===== src/btn_sel_pkg.sv =====
// Constants for the two-button reset and mode selector.
// Assumes a 50 MHz system clock.
package btn_sel_pkg;
   localparam int unsigned CLK_HZ = 50_000_000;
   // Debounce settle time in microseconds, and its cycle count
   localparam int unsigned DEBOUNCE_US = 20_000;
   localparam int unsigned DEBOUNCE_CYC = DEBOUNCE_US * (CLK_HZ / 1_000_000);
   // Indicator frame is one second; each flash slot is an eighth of it
   localparam int unsigned FRAME_MS = 1_000;
   localparam int unsigned SLOT_CYC = (FRAME_MS * (CLK_HZ / 1_000)) / 8;
   localparam int unsigned SLOTS = 8;
   // Restart request pulse width in cycles
   localparam int unsigned RESTART_PULSE_CYC = 4;
   // Default addresses loaded when no DHCP server is present
   localparam logic [31:0] DEF_ADDR_PORT0 = 32'hC0A8_A464;
   localparam logic [31:0] DEF_ADDR_PORT1 = 32'hC0A8_A564;
   // Selection counts
   localparam logic [1:0] SEL_NONE = 2'h0;
   localparam logic [1:0] SEL_FACTORY = 2'h1;
   localparam logic [1:0] SEL_HOLD = 2'h2;
   localparam logic [1:0] SEL_ADDR = 2'h3;
   typedef enum logic [1:0] {ST_IDLE, ST_SELECT, ST_ABORT} sel_state_t;
endpackage


===== src/button_reset_mode_selector.sv =====
// Two-button reset and mode selector: restart, factory init, run/hold
// toggle and address assignment, with a flashing count indicator.
// Assumes raw push-button pins (active low) and a 50 MHz system clock.
//
// Summary of operation
// - Right click with left released requests a full controller restart.
// - After restart, run or halt state is kept as before restart.
// - Left held: count right clicks, flash the count once per second.
// - Count three flashes thrice; left release applies address assignment.
// - Counter wraps after the fourth click back to a count of one.
// - Count one on left release: restart with factory initialisation.
// - Count two on left release: restart and toggle run/halt state.
// - Address mode: use DHCP if present, else the default addresses.
// - Right held while left released aborts the pending selection.
`timescale 1ns/1ps
// Settle and slot counts default to the hardware timing
module button_reset_mode_selector #(
   parameter int unsigned DEBOUNCE_CYC = btn_sel_pkg::DEBOUNCE_CYC,
   parameter int unsigned SLOT_CYC = btn_sel_pkg::SLOT_CYC
) (
   input wire logic core_clk,
   input wire logic rst_b,
   input wire logic left_btn_b,
   input wire logic right_btn_b,
   input wire logic dhcp_present,
   input wire logic dhcp_done,
   input wire logic [31:0] dhcp_addr0,
   input wire logic [31:0] dhcp_addr1,
   output logic restart_req,
   output logic factory_init,
   output logic dhcp_req,
   output logic run_mode,
   output logic [31:0] addr_port0,
   output logic [31:0] addr_port1,
   output logic [1:0] sel_count,
   output logic force_led
);
   localparam int unsigned DB_W = $clog2(DEBOUNCE_CYC);
   localparam int unsigned SL_W = $clog2(SLOT_CYC);

   ////////////////////////////////////////////////////////////////////////
   // Synchronise and debounce both buttons
   logic [1:0] raw_in;
   logic [1:0] sync1_q;
   logic [1:0] sync2_q;
   logic [1:0] db_q;
   logic [1:0] db_prev_q;
   assign raw_in = {~right_btn_b, ~left_btn_b};

   // Two-flop synchroniser
   always_ff @(posedge core_clk) begin
      if (!rst_b) begin
         sync1_q <= 2'h0;
         sync2_q <= 2'h0;
      end else begin
         sync1_q <= raw_in;
         sync2_q <= sync1_q;
      end
   end

   genvar g;
   generate
      for (g = 0; g < 2; g++) begin : g_db
         logic [DB_W-1:0] cnt_q;
         wire differs = sync2_q[g] != db_q[g];
         wire settled = cnt_q == DB_W'(DEBOUNCE_CYC - 1);
         // Level must stand steady for the whole settle time
         always_ff @(posedge core_clk) begin
            if (!rst_b) begin
               cnt_q <= '0;
               db_q[g] <= 1'b0;
            end else if (!differs) begin
               cnt_q <= '0;
            end else if (settled) begin
               cnt_q <= '0;
               db_q[g] <= sync2_q[g];
            end else begin
               cnt_q <= cnt_q + 1'b1;
            end
         end
      end
   endgenerate

   // Edge detection on debounced levels
   always_ff @(posedge core_clk) begin
      if (!rst_b) begin
         db_prev_q <= 2'h0;
      end else begin
         db_prev_q <= db_q;
      end
   end

   wire left_held = db_q[0];
   wire right_held = db_q[1];
   wire left_rel = db_prev_q[0] & ~db_q[0];
   wire right_click = db_prev_q[1] & ~db_q[1];
   wire right_press = ~db_prev_q[1] & db_q[1];

   ////////////////////////////////////////////////////////////////////////
   // Selection state machine and counter
   btn_sel_pkg::sel_state_t state_q;
   btn_sel_pkg::sel_state_t state_d;
   logic [1:0] count_q;
   logic [1:0] count_d;
   logic apply;
   logic plain_reset;
   logic abort_sel;
   logic skip_q;

   always_comb begin
      state_d = state_q;
      count_d = count_q;
      apply = 1'b0;
      plain_reset = 1'b0;
      abort_sel = 1'b0;
      case (state_q)
         btn_sel_pkg::ST_IDLE: begin
            if (left_held) begin
               state_d = btn_sel_pkg::ST_SELECT;
               count_d = btn_sel_pkg::SEL_NONE;
            end else if (right_click && !skip_q) begin
               plain_reset = 1'b1;
            end
         end
         btn_sel_pkg::ST_SELECT: begin
            if (right_press) begin
               state_d = btn_sel_pkg::ST_ABORT;
            end else if (left_rel) begin
               state_d = btn_sel_pkg::ST_IDLE;
               apply = count_q != btn_sel_pkg::SEL_NONE;
               count_d = btn_sel_pkg::SEL_NONE;
            end
         end
         btn_sel_pkg::ST_ABORT: begin
            // Click completes: count; left released while held: abort
            if (left_rel && right_held) begin
               state_d = btn_sel_pkg::ST_IDLE;
               abort_sel = 1'b1;
               count_d = btn_sel_pkg::SEL_NONE;
            end else if (right_click) begin
               state_d = btn_sel_pkg::ST_SELECT;
               // Fourth click wraps to one
               count_d = (count_q == btn_sel_pkg::SEL_ADDR) ?
                  btn_sel_pkg::SEL_FACTORY : count_q + 2'h1;
            end else if (!left_held) begin
               state_d = btn_sel_pkg::ST_IDLE;
               count_d = btn_sel_pkg::SEL_NONE;
            end
         end
         default: begin
            state_d = btn_sel_pkg::ST_IDLE;
            count_d = btn_sel_pkg::SEL_NONE;
         end
      endcase
   end

   always_ff @(posedge core_clk) begin
      if (!rst_b) begin
         state_q <= btn_sel_pkg::ST_IDLE;
         count_q <= btn_sel_pkg::SEL_NONE;
      end else begin
         state_q <= state_d;
         count_q <= count_d;
      end
   end
   assign sel_count = count_q;

   // Right release that ends an abort must not restart
   always_ff @(posedge core_clk) begin
      if (!rst_b) begin
         skip_q <= 1'b0;
      end else if (abort_sel) begin
         skip_q <= 1'b1;
      end else if (!right_held) begin
         skip_q <= 1'b0;
      end
   end

   ////////////////////////////////////////////////////////////////////////
   // Actions: restart pulse, factory init, run/halt, address assignment
   wire do_factory = apply && count_q == btn_sel_pkg::SEL_FACTORY;
   wire do_toggle = apply && count_q == btn_sel_pkg::SEL_HOLD;
   wire do_addr = apply && count_q == btn_sel_pkg::SEL_ADDR;
   wire any_restart = plain_reset | do_factory | do_toggle | do_addr;
   logic [2:0] rst_cnt_q;
   logic run_q;
   logic fact_q;
   logic dhcp_q;
   logic [31:0] a0_q;
   logic [31:0] a1_q;

   // Restart request held a few cycles; run state survives it
   always_ff @(posedge core_clk) begin
      if (!rst_b) begin
         rst_cnt_q <= 3'h0;
         run_q <= 1'b1;
         fact_q <= 1'b0;
      end else begin
         if (any_restart) begin
            rst_cnt_q <= 3'(btn_sel_pkg::RESTART_PULSE_CYC);
            fact_q <= do_factory;
         end else if (rst_cnt_q != 3'h0) begin
            rst_cnt_q <= rst_cnt_q - 3'h1;
         end
         if (do_toggle) begin
            run_q <= ~run_q;
         end
      end
   end
   assign restart_req = rst_cnt_q != 3'h0;
   assign factory_init = fact_q & restart_req;
   assign run_mode = run_q;

   // Address assignment: DHCP when present, defaults otherwise
   always_ff @(posedge core_clk) begin
      if (!rst_b) begin
         dhcp_q <= 1'b0;
         a0_q <= btn_sel_pkg::DEF_ADDR_PORT0;
         a1_q <= btn_sel_pkg::DEF_ADDR_PORT1;
      end else if (do_addr) begin
         dhcp_q <= dhcp_present;
         if (!dhcp_present) begin
            a0_q <= btn_sel_pkg::DEF_ADDR_PORT0;
            a1_q <= btn_sel_pkg::DEF_ADDR_PORT1;
         end
      end else if (dhcp_q && dhcp_done) begin
         dhcp_q <= 1'b0;
         a0_q <= dhcp_addr0;
         a1_q <= dhcp_addr1;
      end
   end
   assign dhcp_req = dhcp_q;
   assign addr_port0 = a0_q;
   assign addr_port1 = a1_q;

   ////////////////////////////////////////////////////////////////////////
   // Indicator: one-second frame of eight slots, flash on even slots
   logic [SL_W-1:0] slot_cyc_q;
   logic [2:0] slot_q;
   logic led_q;
   wire slot_end = slot_cyc_q == SL_W'(SLOT_CYC - 1);
   wire [2:0] flash_idx = {1'b0, slot_q[2:1]};
   wire flash_on = ~slot_q[0] && flash_idx < {1'b0, count_q};

   always_ff @(posedge core_clk) begin
      if (!rst_b || count_d == btn_sel_pkg::SEL_NONE) begin
         slot_cyc_q <= '0;
         slot_q <= 3'h0;
         led_q <= 1'b0;
      end else begin
         slot_cyc_q <= slot_end ? '0 : slot_cyc_q + 1'b1;
         if (slot_end) begin
            slot_q <= slot_q + 3'h1;
         end
         led_q <= flash_on;
      end
   end
   assign force_led = led_q;
endmodule


===== config.mk =====
export PLATFORM = sky130hd
export DESIGN_NAME = button_reset_mode_selector
export DESIGN_NICKNAME = d
export VERILOG_FILES = /design/src/btn_sel_pkg.sv /design/src/button_reset_mode_selector.sv
export SDC_FILE = /design/constraint.sdc
export NUM_CORES = 1
export LEC_CHECK = 0
export BUFFER_PORTS_ARGS = -buffer_cell sky130_fd_sc_hd__buf_2
export CAP_MARGIN = 20
export CORE_ASPECT_RATIO = 0.5
export CORE_MARGIN = 10
export CORE_UTILIZATION = 35
export CTS_CLUSTER_DIAMETER = 80
export DETAILED_ROUTE_END_ITERATION = 10
export SYNTH_ARGS = -nofsm -noshare
export SYNTH_HDL_FRONTEND = slang
export SYNTH_SLANG_ARGS = --single-unit

===== constraint.sdc =====
create_clock -name core_clk -period 2.3 [get_ports core_clk]
set_input_delay 0.115 -clock core_clk [delete_from_list [all_inputs] [get_ports core_clk]]
set_output_delay 0.115 -clock core_clk [all_outputs]
set_load 0.05 [all_outputs]

==> run summary <==
outcome - completed
total power - 5.79 mW
total gr overflow - 0
first-pass GRT wire length - 24200 µm
Area Growth Syn to Fin - 38.2%
initial antenna violation count - 0
DP HPWL - 9660 µm
vias in the first global route - 4786
H-tree depth - 4
Fillers - 1446
Cell Area, Placed - 6760 µm²
TritonCTS buffer count - 17
CP Max Fanout - 41
YS warnings - 0
Post-DRT Antenna Nets - 0
Core Box Area - 16300 µm²
final instance area - 8030 µm²
clock root cell - clkbuf_16
CTS Buffer Depth - 2
Slew @ Worst Pin - 0.473 ns
Final Hold Fails - 0
routed len/inst - 14.1 µm
most frequent cells in the layout - dfxtp_1, buf_2, nor2_1, dlygate4sd3_1, a22o_1
RR Startpoint - sel_count[0]$_SDFF_PN0_
worst hold start - dhcp_done
Sink Count - 150
Syn Area/Cell - 9.95 µm²
hold crit path type - input pin to register
WP data required - 2.60 ns
Die H - 111 µm
routability congestion estimate - 0.792
EDFF count, synth - 0
area leader, netlist - dfxtp_1
Endpoint, Worst Hold - dhcp_req$_SDFFE_PN0P_
antenna diode count - 0
clk_lat worst skew - 0.42 ns
Syn Nets - 665
synth unique cells - 48
WP data arrival - 2.43 ns
DRT Pass-1 Iters - 4
largest cells by area after synthesis - dfxtp_1, a22o_1, nor2_1
die width - 202 µm
crit path launch - sel_count[0]$_SDFF_PN0_
number of primary I/O pins - 141
Hold Path Depth - 3
VDD IR max - 326 µV
most common cell after layout, fill and taps aside - dfxtp_1
DRC - 0
initial core utilization - 0.356
WL final - 14600 µm
Max Slew Vio Count - 0
FF-to-FF End - addr_port0[29]$_SDFFE_PN0P_
TritonCTS clock tree - built
Max Freq - 470 MHz
crit path launch type - register
Setup Viol. Count Final - 0
reg2reg path depth - 7
Setup Buffers After CTS - 0
part of the cycle the worst path needs - 0.926
Final min period - 2.13 ns
Main synth FF type - dfxtp_1
RSZ-0062 raised after global routing - no
ratio of cells with drive above 1 in the final layout - 0.240
Pleak - 3.20 nW
asr flop ratio synth - 0
Register Area - 3010 µm²
fin nets - 880
GRT Util Overall - 0.129
largest net degree at the start of global routing - 42
multi-input logic area - 2630 µm²
CP Capture Type - register
PD cells - 721 nW/µm²
Setup Skew - 0.0107 ns
port bufs - 140
WS Path Type - register to register
setup slack, reg-to-reg - 0.17 ns
Post-Syn Area - 5810 µm²
FP Rows - 33
maxcap violations - 0
via count - 4830
Iter 0 DRT Violations - 284
post-synthesis sequential area ratio - 0.517
Synth top area share - 0.517
Mapped Cells - 584
Max-Slew Margin vs Limit - 0.683
Vias/cell - 4.65
full die area - 22500 µm²
Setup TNS - 0 ns
Clock transition at path regs - 0.06 ns
#FFs+latches synth - 150
## flip-flops by register name, summed over array words and instances (netlist names)
signal / flops
addr_port0: 32
addr_port1: 32
db_prev_q: 2
dhcp_req: 1
fact_q: 1
force_led: 1
g_db.cnt_q: 40
left_held: 1
right_held: 1
rst_cnt_q: 3
run_mode: 1
sel_count: 2
skip_q: 1
slot_cyc_q: 23
slot_q: 3
state_q: 2
sync1_q: 2
sync2_q: 2
## worst max path at each step
stage,end,slack (ns)
floorplan,addr_port0[0]$_SDFFE_PN0P_,0.07
global placement,slot_cyc_q[18]$_SDFF_PP0_,0.20
detailed placement,slot_cyc_q[19]$_SDFF_PP0_,0.19
CTS,slot_cyc_q[4]$_SDFF_PP0_,0.18
global route,addr_port0[1]$_SDFFE_PN0P_,0.04
finish,addr_port0[29]$_SDFFE_PN0P_,0.17
## cells in the mapped netlist (all sizes together) (3+ instances only)
cell,count
mux2i,4
xnor2,29
nor2,91
clkbuf,8
nand2b,3
buf,16
xor2,33
nor2b,9
nand4,16
a22o,41
o22a,23
nand3,29
nor4,7
o21ai,4
inv,12
nor3b,3
and2,7
nor4bb,3
nor3,9
and4,6
a21oi,4
dfxtp,150
nand2,26
a31oi,3
and3,17
ha,11
## through the flow
step	std cells	hold slack, ns	setup WS (ns)	utilization
2_1_floorplan	584	0.187	0.0680	-
3_3_place_gp	940	0.273	0.198	0.414
3_5_place_dp	940	0.273	0.187	0.414
4_1_cts	1039	0.00856	0.177	0.492
5_1_grt	1039	0.0248	0.0411	0.492
6_report	1039	0.0289	0.171	0.492
## cell families (layout without fill, tap and decap cells)
family,Yosys count,in the layout,synth area share
flops,150,150,0.517
fa+ha+maj,11,11,0.0237
xor+xnor,62,62,0.0935
buf+inv,36,264,0.0317
simple gates,233,233,0.201
compound gates,87,87,0.124
mux,5,5,0.00947
## metal layers
metal,wire [µm],global-route usage
met5,0,0
met4,189,0.0435
met3,573,0.0327
met2,7200,0.226
met1,6640,0.149
## final cells by class
type | instances | area share
clock inverters | 13 | 0.0184
repair buffers | 220 | 0.183
clock buffers | 19 | 0.0564
multi-input cells | 398 | 0.327
well taps | 227 | 0.0354
flip-flops and latches | 150 | 0.374
inverters | 12 | 0.00561
## repair_timing
action	4_1_cts	5_1_grt
endpoints found under the setup margin	0	2
hold endpoints to repair	67	0
resized for setup	0	1
hold buffers	67	0
## critical path: stages (launching register included)
cell	delay, ns
dfxtp_2	0.39
inv_1	0.09
ha_1	0.21
nor3b_2	0.20
nand4_2	0.18
mux2_4	0.34
and2_4	0.29
a22o_1	0.30
## report_power, final
group	switching, mW	internal, mW	total [mW]
logic	0.187	0.185	0.372
clock network	1.11	1.67	2.78
registers	0.0145	2.62	2.64
total	1.31	4.48	5.79
No activity file was read; power rests on OpenSTA's default activity.
